### src/rtl/fdmc_defs.svh
// Purpose: constants of the flash data memory controller
// Assumes: 100 MHz pclk
// Notes:   definitions only
`ifndef FDMC_DEFS_SVH
`define FDMC_DEFS_SVH
// register selects on the core side
`define FDMC_SEL_DATA 2'h0
`define FDMC_SEL_ADDR 2'h1
`define FDMC_SEL_CTRL 2'h2
// control bit positions
`define FDMC_B_RD    3'h0
`define FDMC_B_WR    3'h1
`define FDMC_B_EN    3'h2
`define FDMC_B_ABORT 3'h3
`define FDMC_B_ERASE 3'h4
// array shape
`define FDMC_AW      6
`define FDMC_ROW_LSB 3
`define FDMC_ROW_LEN 8
`define FDMC_ERASED  8'hFF
// timing
`define FDMC_CLK_NS  10
`define FDMC_PROG_NS 2000000
// apb map of the core-side controller
`define FDMC_A_CMD   12'h000
`define FDMC_A_STAT  12'h004
`define FDMC_A_RST   12'h008
`endif

### src/rtl/fdmc_pkg.sv
// Purpose: shared types of the flash data memory controller
// Assumes: nothing
// Notes:   kind encoding is also the apb command field
package fdmc_pkg;
  typedef enum logic [1:0] {FDMC_NOP, FDMC_WRITE, FDMC_BSET, FDMC_READ} fdmc_kind_t;
  typedef enum logic [1:0] {FDMC_IDLE, FDMC_RDCYC, FDMC_PROG} fdmc_state_t;
endpackage

### src/rtl/fdmc_if.sv
// Purpose: core to flash data memory link
// Assumes: one clock, pclk
// Notes:   one instruction per instr pulse
`timescale 1ns/1ps
interface fdmc_if;
  import fdmc_pkg::*;
  logic       instr;
  fdmc_kind_t kind;
  logic [1:0] rsel;
  logic [2:0] bsel;
  logic [7:0] wdata;
  logic       core_rst;
  logic [7:0] rdata;
  logic       rvalid;
  logic       stall;
  modport dev  (input instr, kind, rsel, bsel, wdata, core_rst,
                output rdata, rvalid, stall);
  modport core (output instr, kind, rsel, bsel, wdata, core_rst,
                input rdata, rvalid, stall);
endinterface

### src/rtl/fdmc_dev.sv
// Purpose: flash data memory control, device end
// Assumes: core issues nothing but core_rst while stall is high
// Notes:   core_rst is a device reset that keeps the abort flag
//
// Decided for this implementation: the APB register port and the register addresses.
`timescale 1ns/1ps
`include "fdmc_defs.svh"
// Contract
// read bit set fetches addressed byte
// data byte holds until read or write
// read stalls core, resumes next instruction
// read starts only by single-bit set
// eight rows of eight bytes
// erase/program need exact unlock sequence
// erase: address, erase select, enable, trigger
// erase select cleared if enable not next
// enable cleared if trigger not next
// erase stalls core, resumes next instruction
// enable and trigger only by bit sets
// erase row from address bits 5:3
// write: address, data, enable, trigger
// no padding instruction needed after trigger
// address bits 5:0, top reads zero
// erase select bit cleared after erase
// abort flag set by reset mid-program
// enable bit permits program cycles
// trigger starts cycle, reads zero after
// read bit starts read, top zero
// no protection blocks array access
// program time is parameterised stall count
module fdmc_dev
  import fdmc_pkg::*;
#(
  parameter int PROG_CYC = `FDMC_PROG_NS / `FDMC_CLK_NS
) (
  // clock and reset
  input  wire logic pclk,
  input  wire logic presetn,
  // core link
  fdmc_if.dev       lnk,
  // status
  output logic      prog_busy
);
  import fdmc_pkg::*;

  fdmc_state_t      state_ff, nxt_state;
  logic [31:0]      cnt_ff, nxt_cnt;
  logic [7:0]       data_ff, nxt_data;
  logic [5:0]       addr_ff, nxt_addr;
  logic             rd_ff, nxt_rd;
  logic             wr_ff, nxt_wr;
  logic             en_ff, nxt_en;
  logic             abort_ff, nxt_abort;
  logic             erase_ff, nxt_erase;
  logic             pv_erase_ff, nxt_pv_erase;
  logic             pv_en_ff, nxt_pv_en;
  logic [7:0]       rdata_ff, nxt_rdata;
  logic             rvalid_ff, nxt_rvalid;
  logic             stall_ff, nxt_stall;
  logic             arr_prog, arr_erase;
  logic [7:0]       arr_rdata;

  function automatic logic bset(input logic [2:0] b);
    bset = lnk.instr && lnk.kind == FDMC_BSET && lnk.rsel == `FDMC_SEL_CTRL && lnk.bsel == b;
  endfunction

  function automatic logic wreg(input logic [1:0] s);
    wreg = lnk.instr && lnk.kind == FDMC_WRITE && lnk.rsel == s;
  endfunction

  fdmc_array #(
    .AW(`FDMC_AW)
  ) u_array (
    .pclk  (pclk),
    .prog  (arr_prog),
    .erase (arr_erase),
    .addr  (addr_ff),
    .wdata (data_ff),
    .rdata (arr_rdata)
  );

  always_comb
  begin
    nxt_state    = state_ff;
    nxt_cnt      = cnt_ff;
    nxt_data     = data_ff;
    nxt_addr     = addr_ff;
    nxt_rd       = rd_ff;
    nxt_wr       = wr_ff;
    nxt_en       = en_ff;
    nxt_abort    = abort_ff;
    nxt_erase    = erase_ff;
    nxt_pv_erase = pv_erase_ff;
    nxt_pv_en    = pv_en_ff;
    nxt_rdata    = rdata_ff;
    nxt_rvalid   = 1'b0;
    arr_prog     = 1'b0;
    arr_erase    = 1'b0;
    case (state_ff)
      FDMC_IDLE:
      begin
        if (lnk.instr)
        begin
          // sequence watch: each instruction is one instruction cycle
          nxt_pv_erase = 1'b0;
          nxt_pv_en    = 1'b0;
          if (pv_erase_ff && !bset(`FDMC_B_EN))
            nxt_erase = 1'b0;
          if (pv_en_ff && !bset(`FDMC_B_WR))
            nxt_en = 1'b0;
          // plain register writes
          if (wreg(`FDMC_SEL_DATA))
            nxt_data = lnk.wdata;
          if (wreg(`FDMC_SEL_ADDR))
            nxt_addr = lnk.wdata[`FDMC_AW-1:0];
          if (wreg(`FDMC_SEL_CTRL))
          begin
            // a control register write may set erase select; enable only cleared
            nxt_erase    = lnk.wdata[`FDMC_B_ERASE];
            nxt_pv_erase = lnk.wdata[`FDMC_B_ERASE];
            nxt_abort    = lnk.wdata[`FDMC_B_ABORT];
            nxt_en       = en_ff && lnk.wdata[`FDMC_B_EN] && !pv_en_ff;
          end
          // single-bit sets on the control register
          if (bset(`FDMC_B_ERASE))
          begin
            nxt_erase    = 1'b1;
            nxt_pv_erase = 1'b1;
          end
          if (bset(`FDMC_B_ABORT))
            nxt_abort = 1'b1;
          if (bset(`FDMC_B_EN))
          begin
            nxt_en    = 1'b1;
            nxt_pv_en = 1'b1;
          end
          if (bset(`FDMC_B_WR) && pv_en_ff && en_ff)
          begin
            // unlock complete, enable permits the cycle
            nxt_wr    = 1'b1;
            nxt_state = FDMC_PROG;
            nxt_cnt   = 32'(PROG_CYC);
          end
          if (bset(`FDMC_B_RD))
          begin
            nxt_rd    = 1'b1;
            nxt_state = FDMC_RDCYC;
          end
          if (lnk.instr && lnk.kind == FDMC_READ)
          begin
            nxt_rvalid = 1'b1;
            case (lnk.rsel)
              `FDMC_SEL_DATA: nxt_rdata = data_ff;
              `FDMC_SEL_ADDR: nxt_rdata = {2'h0, addr_ff};
              `FDMC_SEL_CTRL: nxt_rdata = {3'h0, erase_ff, abort_ff, en_ff, wr_ff, rd_ff};
              default:        nxt_rdata = 8'h00;
            endcase
          end
        end
      end
      FDMC_RDCYC:
      begin
        nxt_data  = arr_rdata;
        nxt_rd    = 1'b0;
        nxt_state = FDMC_IDLE;
      end
      FDMC_PROG:
      begin
        nxt_cnt = cnt_ff - 32'h1;
        if (cnt_ff <= 32'h1)
        begin
          arr_erase = erase_ff;
          arr_prog  = !erase_ff;
          nxt_erase = 1'b0;
          nxt_wr    = 1'b0;
          nxt_state = FDMC_IDLE;
        end
      end
      default: nxt_state = FDMC_IDLE;
    endcase
    if (lnk.core_rst)
    begin
      // device reset: operation cut short, flag survives
      nxt_abort    = abort_ff || (state_ff == FDMC_PROG);
      nxt_state    = FDMC_IDLE;
      nxt_wr       = 1'b0;
      nxt_rd       = 1'b0;
      nxt_en       = 1'b0;
      nxt_erase    = 1'b0;
      nxt_pv_erase = 1'b0;
      nxt_pv_en    = 1'b0;
      arr_prog     = 1'b0;
      arr_erase    = 1'b0;
    end
    nxt_stall = (nxt_state != FDMC_IDLE);
  end

  always_ff @(posedge pclk or negedge presetn)
  begin
    if (!presetn)
    begin
      state_ff    <= FDMC_IDLE;
      cnt_ff      <= 32'h0;
      data_ff     <= 8'h00;
      addr_ff     <= 6'h00;
      rd_ff       <= 1'b0;
      wr_ff       <= 1'b0;
      en_ff       <= 1'b0;
      abort_ff    <= 1'b0;
      erase_ff    <= 1'b0;
      pv_erase_ff <= 1'b0;
      pv_en_ff    <= 1'b0;
      rdata_ff    <= 8'h00;
      rvalid_ff   <= 1'b0;
      stall_ff    <= 1'b0;
    end
    else
    begin
      state_ff    <= nxt_state;
      cnt_ff      <= nxt_cnt;
      data_ff     <= nxt_data;
      addr_ff     <= nxt_addr;
      rd_ff       <= nxt_rd;
      wr_ff       <= nxt_wr;
      en_ff       <= nxt_en;
      abort_ff    <= nxt_abort;
      erase_ff    <= nxt_erase;
      pv_erase_ff <= nxt_pv_erase;
      pv_en_ff    <= nxt_pv_en;
      rdata_ff    <= nxt_rdata;
      rvalid_ff   <= nxt_rvalid;
      stall_ff    <= nxt_stall;
    end
  end

  assign lnk.rdata  = rdata_ff;
  assign lnk.rvalid = rvalid_ff;
  assign lnk.stall  = stall_ff;
  assign prog_busy  = wr_ff;
endmodule

### src/rtl/fdmc_array.sv
// Purpose: 64 byte nonvolatile array, byte program and row erase
// Assumes: at most one of prog and erase per cycle
// Notes:   read is combinational
`timescale 1ns/1ps
`include "fdmc_defs.svh"
module fdmc_array #(
  parameter int AW = `FDMC_AW
) (
  // clock
  input  wire logic          pclk,
  // operations
  input  wire logic          prog,
  input  wire logic          erase,
  input  wire logic [AW-1:0] addr,
  input  wire logic [7:0]    wdata,
  output logic      [7:0]    rdata
);
  logic [7:0] mem [2**AW];
  logic [AW-1:0] row_base;

  assign row_base = {addr[AW-1:`FDMC_ROW_LSB], {`FDMC_ROW_LSB{1'b0}}};
  assign rdata    = mem[addr];

  // row erase or byte program
  always_ff @(posedge pclk)
  begin
    if (erase)
    begin
      for (int i = 0; i < `FDMC_ROW_LEN; i++)
        mem[row_base + AW'(i)] <= `FDMC_ERASED;
    end
    else if (prog)
      mem[addr] <= wdata;
  end
endmodule

### src/flat_wrapper.sv
// flat-port wrapper written by rule: the top's interface ports become plain ports
module fdmc_dev_flat import fdmc_pkg::*;
#(
  parameter int PROG_CYC = `FDMC_PROG_NS / `FDMC_CLK_NS
)
  (pclk, presetn, prog_busy, lnk_instr, lnk_kind, lnk_rsel, lnk_bsel, lnk_wdata, lnk_core_rst, lnk_rdata, lnk_rvalid, lnk_stall);
  fdmc_if lnk_i ();
  input  wire logic pclk;
  input  wire logic presetn;
  output logic prog_busy;
  input wire logic [$bits(lnk_i.instr)-1:0] lnk_instr;
  input wire logic [$bits(lnk_i.kind)-1:0] lnk_kind;
  input wire logic [$bits(lnk_i.rsel)-1:0] lnk_rsel;
  input wire logic [$bits(lnk_i.bsel)-1:0] lnk_bsel;
  input wire logic [$bits(lnk_i.wdata)-1:0] lnk_wdata;
  input wire logic [$bits(lnk_i.core_rst)-1:0] lnk_core_rst;
  output wire logic [$bits(lnk_i.rdata)-1:0] lnk_rdata;
  output wire logic [$bits(lnk_i.rvalid)-1:0] lnk_rvalid;
  output wire logic [$bits(lnk_i.stall)-1:0] lnk_stall;
  assign lnk_i.instr = lnk_instr;
  assign lnk_i.kind = lnk_kind;
  assign lnk_i.rsel = lnk_rsel;
  assign lnk_i.bsel = lnk_bsel;
  assign lnk_i.wdata = lnk_wdata;
  assign lnk_i.core_rst = lnk_core_rst;
  assign lnk_rdata = lnk_i.rdata;
  assign lnk_rvalid = lnk_i.rvalid;
  assign lnk_stall = lnk_i.stall;
  fdmc_dev #(.PROG_CYC(PROG_CYC)) u_core (.pclk(pclk), .presetn(presetn), .lnk(lnk_i), .prog_busy(prog_busy));
endmodule
### config.mk
export PLATFORM = sky130hd
export DESIGN_NAME = fdmc_dev_flat
export DESIGN_NICKNAME = d
export VERILOG_FILES = /design/src/rtl/fdmc_pkg.sv /design/src/rtl/fdmc_if.sv /design/src/rtl/fdmc_dev.sv /design/src/rtl/fdmc_array.sv /design/src/flat_wrapper.sv
export VERILOG_INCLUDE_DIRS = /design/src /design/src/rtl
export SDC_FILE = /design/constraint.sdc
export NUM_CORES = 1
export LEC_CHECK = 0
export ABC_CLOCK_PERIOD_IN_PS = 4900
export BUFFER_PORTS_ARGS = -buffer_cell sky130_fd_sc_hd__buf_2
export CORE_ASPECT_RATIO = 0.75
export CORE_MARGIN = 2
export CORE_UTILIZATION = 60
export DETAILED_ROUTE_END_ITERATION = 12
export PLACE_DENSITY = 0.76
export SLEW_MARGIN = 10
export SYNTH_ARGS = -nofsm -noshare
export SYNTH_HDL_FRONTEND = slang
export SYNTH_SLANG_ARGS = --single-unit
### constraint.sdc
create_clock -name pclk -period 4.9 [get_ports pclk]
set_clock_uncertainty 0.15 [all_clocks]
set_input_delay 0.49 -clock pclk [delete_from_list [all_inputs] [get_ports pclk]]
set_output_delay 0.49 -clock pclk [all_outputs]
set_load 0.03 [all_outputs]
---- Word-level counts from Yosys, hierarchy flattened ----
Memories as Yosys holds them, arrays and structs flattened.
Index checks and enable logic that the tools add are counted.
operators by class
  add/subtract/negate cells ............... 8
  $lt $le $gt $ge ......................... 1
  equal/unequal tests ..................... 19
  muxes and demuxes ....................... 65
  reductions and logical operators ........ 46
operators by type and width
  kind                     count
  $mux W32                 2
  $pmux W32 S2             1
  $mux W1                  47
  $le A32 B1 Y1 const B    1
  $sub A32 B1 Y32 const B  1
  $add A6 B3 Y6 const B    4
  $mux W8                  3
  $pmux W8 S3              1
  $reduce_and A3 Y1        7
  $logic_and A1 B1 Y1      18
  $pmux W8 S2              1
  $add A6 B2 Y6 const B    2
  $mux W2                  5
  $reduce_bool A2 Y1       5
  $ne A3 B2 Y1 const B     3
  $reduce_bool A3 Y1       3
  $eq A2 B2 Y1 const B     4
  $reduce_and A4 Y1        2
  $reduce_or A8 Y1         1
  $add A6 B1 Y6 const B    1
  $eq A2 B1 Y1 const B     3
  $eq A3 B2 Y1 const B     2
  $mux W6                  1
  $pmux W1 S2              3
  other kinds (13)         18
word-level totals
  bits in registers ....................... 65
  RAM bits ................................ 512
  input port bits ......................... 19
  word-level logic and storage cells ...... 154
  memories ................................ 1
memories
  memory              words  bits a word  rd ports  clocked after memory_dff  write ports  RTL line          source
  u_core.u_array.mem  64     8            1         0                         8            fdmc_array.sv:18  logic [7:0] mem [2**AW];

---- Longest topological paths before layout ----
  word-level depth ........................ 12
  gate-level depth with buffers ........... 12
  depth with buffers taken out ............ 8

---- By module ----
A second synthesis with hierarchy kept.
unflattened totals
  cells, all modules ...................... 2416
  area total of the unflattened synthesis .. 24865.1 um^2
modules (own cells, without submodules)
  module      instances  cells an instance  area each (um^2)
  fdmc_array  1          2057               21403.0
  fdmc_dev    1          359                3462.1

---- Least setup slack after synthesis ----
OpenSTA, ideal clock, no wires.
  kind .................................... register to register
  start point ............................. reg u_core.cnt_ff[14]
  end point ............................... mem u_core.u_array.mem[56][0], enable pin
  data arrival time ....................... 2473 ps
  data required time ...................... 4379 ps
  setup slack ............................. 1906 ps
  stages on the path, launching flop included .. 10
  path buffers ............................ 3
  clock period less this slack ............ 2994 ps
  path through ............................ dfrtp_1 -> nor3_1 -> nand4_1 -> or2_1 -> clkbuf_1 -> buf_2 -> buf_1 -> nor2_1 -> o211ai_1 -> nor2_1
RTL lines
  what                    RTL line          source
  start, declared         fdmc_dev.sv:47    logic [31:0] cnt_ff, nxt_cnt;
  start signal, assigned  fdmc_dev.sv:220   cnt_ff <= nxt_cnt;
  end, declared           fdmc_array.sv:18

==> results by group <==
GRT
  • Largest net degree at the start of global routing: 91
  • Overflow after GRT: 0
  • Initial antenna violation count: 4
  • Vias in the first global route: 18863
  • First-pass GRT wire length: 120 mm
  • Global Route Usage Sum: 37.8%

Synthesis
  • Flops & latches, synth: 577
  • Distinct cells, synth: 65
  • Synth Warn #: 0
  • Top-area cell type share of the netlist area: 36.7%
  • Number of flops mapped to enable cells by yosys: 64
  • Register area share after synthesis: 51.2%
  • Post-synth ARST share: 11.3%
  • Syn_area_per_cell: 10.4 um2
  • Mapped cell area: 0.0245 mm2
  • Cell taking the most area after synthesis: dfxtp_1
  • Mapped Nets: 2366
  • Primary FF master, synth: dfxtp_1
  • Synth area leaders: dfxtp_1 37%, a21oi_1 13%, mux4_2 8.3%
  • Cells after Synth: 2345

STA
  • Period utilisation layout: 83.9%
  • Slew Viols, Final: 0
  • RSZ-0062 raised after global routing: false
  • # setup viols final: 0
  • Setup ws final: 0.788 ns
  • Setup TNS: 0 ns
  • Fmax: 0.243 GHz
  • Fin Hold WS: 0.0333 ns
  • Worst Tran Pin Value: 1.23 ns
  • Fin. Hold Viols: 0
  • Worst-case headroom to the max-slew limit: 17.9%
  • Min Tclk post-route: 4.11 ns

Run status
  • Run status: finished, final reports clean

Route
  • WL final: 80.6 mm
  • Avg WL per Cell: 28.3 um
  • Post-route DRC: 0
  • First DRT Iteration DRCs: 3459
  • Post-route ant nets: 0
  • DR vias: 20232
  • Vias per Instance: 7.10
  • Pre-antenna DRT Iters: 6

Clock tree
  • Sink Count: 577
  • CTS tree: built
  • CTS hold repair buffers: 1
  • Post-cts resize count: 0
  • Worst-path clk slew: 0.06 ns
  • CTS buffer count: 53
  • Clock Root Buffer: clkbuf_16
  • Clock Latency Late Sink: 0.60 ns
  • Longest Clk Path Bufs: 3
  • Post CTS Setup Buffer Count: 0
  • H-tree level count: 2

Floorplan
  • Die Height: 179 um
  • Initial core utilization: 60.4%
  • IO Pins: 30
  • DIE WIDTH: 237 um
  • CORE AREA: 0.0405 mm2
  • Die area: 0.0424 mm2
  • Num rows: 64

Finish
  • Share of layout cells above drive strength 1: 12.7%
  • # nets final: 2299
  • Fin area: 0.0266 mm2
  • Multi-input combinational cell area: 0.0110 mm2
  • Fill count: 3101
  • Register area: 0.0125 mm2
  • Synth-to-Final Area Change: 8.72%
  • Cell Count, Final, Fillers Out: 2849

Worst hold path
  • Worst Hold Launch: lnk_wdata[5]
  • Hold Path Depth: 2
  • Hold Path End: u_core.addr_ff[5]
  • Worst Hold Class: in2reg

Power and ir drop
  • Sw frac: 26.6%
  • Internal power: 7.48 mW
  • PD cells: 383 mW/mm2
  • Clock network fraction of total power: 40.1%
  • Sequential power share: 49.2%
  • Worst-case vdd ir drop: 0.347 mV
  • Net switching power: 2.71 mW
  • Gate power share: 10.7%
  • LEAKAGE: 10.1 nW

Critical path
  • CP Class: reg2reg
  • Critical path peak fanout: 12
  • Worst Setup Start Kind: flop
  • R2r worst-path depth: 6
  • Worst reg2reg endpoint: u_core.u_array.mem[16][0]
  • Reg2Reg Setup Slack: 0.79 ns
  • Setup crit end kind: flop
  • CP required: 4.96 ns
  • Worst path arrival time: 4.17 ns
  • Worst R2R Start: u_core.cnt_ff[22]

Placed design
  • Placed wire-length estimate: 52.6 mm
  • GPL Wtd Cong: 0.983
  • Placed inst area: 0.0249 mm2
  • Placed cells: 2750
  • Pre-CTS setup slack: 0.941 ns
  • Port Buf Inserts: 29

Flow run
  • Max_cap viols: 0
-- flip-flops by register name, indices dropped and copies added, names as in the netlist --
name	cells
u_core.u_array.mem	512
u_core.cnt_ff	32
u_core.data_ff	8
u_core.lnk.rdata	8
u_core.addr_ff	6
u_core.state_ff	2
u_core.abort_ff	1
u_core.en_ff	1
u_core.erase_ff	1
u_core.lnk.rvalid	1
u_core.lnk.stall	1
u_core.prog_busy	1
u_core.pv_en_ff	1
u_core.pv_erase_ff	1
u_core.rd_ff	1
-- placed cells by master, fill, tap and decap left out, types with 18 or more instances in the layout --
master,netlist,final
dfxtp_1,448,448
nor3_1,19,19
o21ai_0,34,34
o21a_1,48,48
or3_1,27,27
a22oi_1,38,38
buf_2,104,29
buf_4,1,61
mux4_2,90,90
nand2_1,69,69
clkbuf_1,97,18
nand3_1,43,43
a21oi_1,618,618
mux2i_1,110,110
edfxtp_1,64,64
nand2b_1,55,55
clkbuf_16,0,55
dfrtp_1,65,62
a2bb2oi_1,87,87
nor2_1,100,100
-- area by class of cell --
type                    instances  share of cell area (%)
repair buffers                 95                    2.61
multi-input cells            1541                    41.3
well taps                     528                    2.48
inverters                      10                   0.141
flip-flops and latches        577                    47.1
clock buffers                  85                    6.05
diodes                          3                  0.0282
clock inverters                10                   0.325
-- metrics by stage --
step           utilization, %  power, mW
2_1_floorplan               -       5.71
3_3_place_gp             61.4       6.12
3_5_place_dp             61.4       6.13
4_1_cts                  65.6       10.1
5_1_grt                  65.6       10.4
6_report                 65.7       10.2
-- per-layer routing --
metal	part of all wire, %	GRT usage [%]	vias to the layer above
met4	3.8	13.4	0
met5	0	0.932	-
met2	41	53.9	1560
met1	39	53.5	9768
li1	-	-	8647
met3	16	13.0	257
-- worst max-delay path, cell delays in order, from the launching register on --
cell	delay, ns
dfrtp_1	0.41
or4_4	0.57
nor4_4	0.29
nand3_1	0.61
nor2_1	0.36
o211ai_1	0.43
nor2_1	0.92
-- cells by family (layout without fill, tap and decap cells) --
kind of cell / Yosys count / count (layout) / share of synthesized area, %
AOI/OAI and AO/OA: 919 / 919 / 22.2
DFF: 577 / 577 / 51.2
and+or+nand+nor: 411 / 411 / 9.33
buffers and inverters: 227 / 200 / 4.03
muxes: 205 / 205 / 13.0
xor gates and xnor gates: 4 / 4 / 0.143
adders and majority gates: 2 / 2 / 0.102
other: 0 / 3 / 0
-- Yosys cell counts (all sizes together) (6+ instances only) --
library cell	count
a21oi	618
dfxtp	448
buf	120
mux2i	110
nor2	100
clkbuf	97
mux4	90
a2bb2oi	87
nand2	69
dfrtp	65
edfxtp	64
nand2b	55
o21a	48
nand3	44
a22oi	38
o21ai	34
or3	27
nor3	21
nor4	17
and2	16
o22a	16
nor2b	11
inv	10
nor3b	10
a221oi	9
nand3b	9
o22ai	9
nand4	8
o311ai	8
o2111ai	7
a31o	6
and3	6
o211ai	6
or2	6
-- worst max path at each step --
stage / startpoint / endpoint / slack (ns) / depth (start not counted)
after global routing: u_core.cnt_ff[26] / u_core.u_array.mem[16][0] / 0.73 / 6
after floorplan: u_core.cnt_ff[14] / u_core.u_array.mem[56][0] / 1.91 / 9
after detailed placement: u_core.cnt_ff[22] / u_core.u_array.mem[16][0] / 0.94 / 6
after global placement: u_core.cnt_ff[22] / u_core.u_array.mem[16][5] / 1.10 / 6
final: u_core.cnt_ff[22] / u_core.u_array.mem[16][0] / 0.79 / 6
after CTS: u_core.cnt_ff[22] / u_core.u_array.mem[16][3] / 0.94 / 6
-- power by group through the flow --
stage | registers, mW | logic (mW) | clock network (mW)
after floorplan | 4.95 | 0.757 | 0
after global placement | 5.10 | 1.02 | 0
after detailed placement | 5.10 | 1.03 | 0
after CTS | 5.00 | 1.04 | 4.10
after global routing | 5.01 | 1.11 | 4.29
final | 5.01 | 1.09 | 4.09
Note: power is estimated with default switching activity, not from simulation.
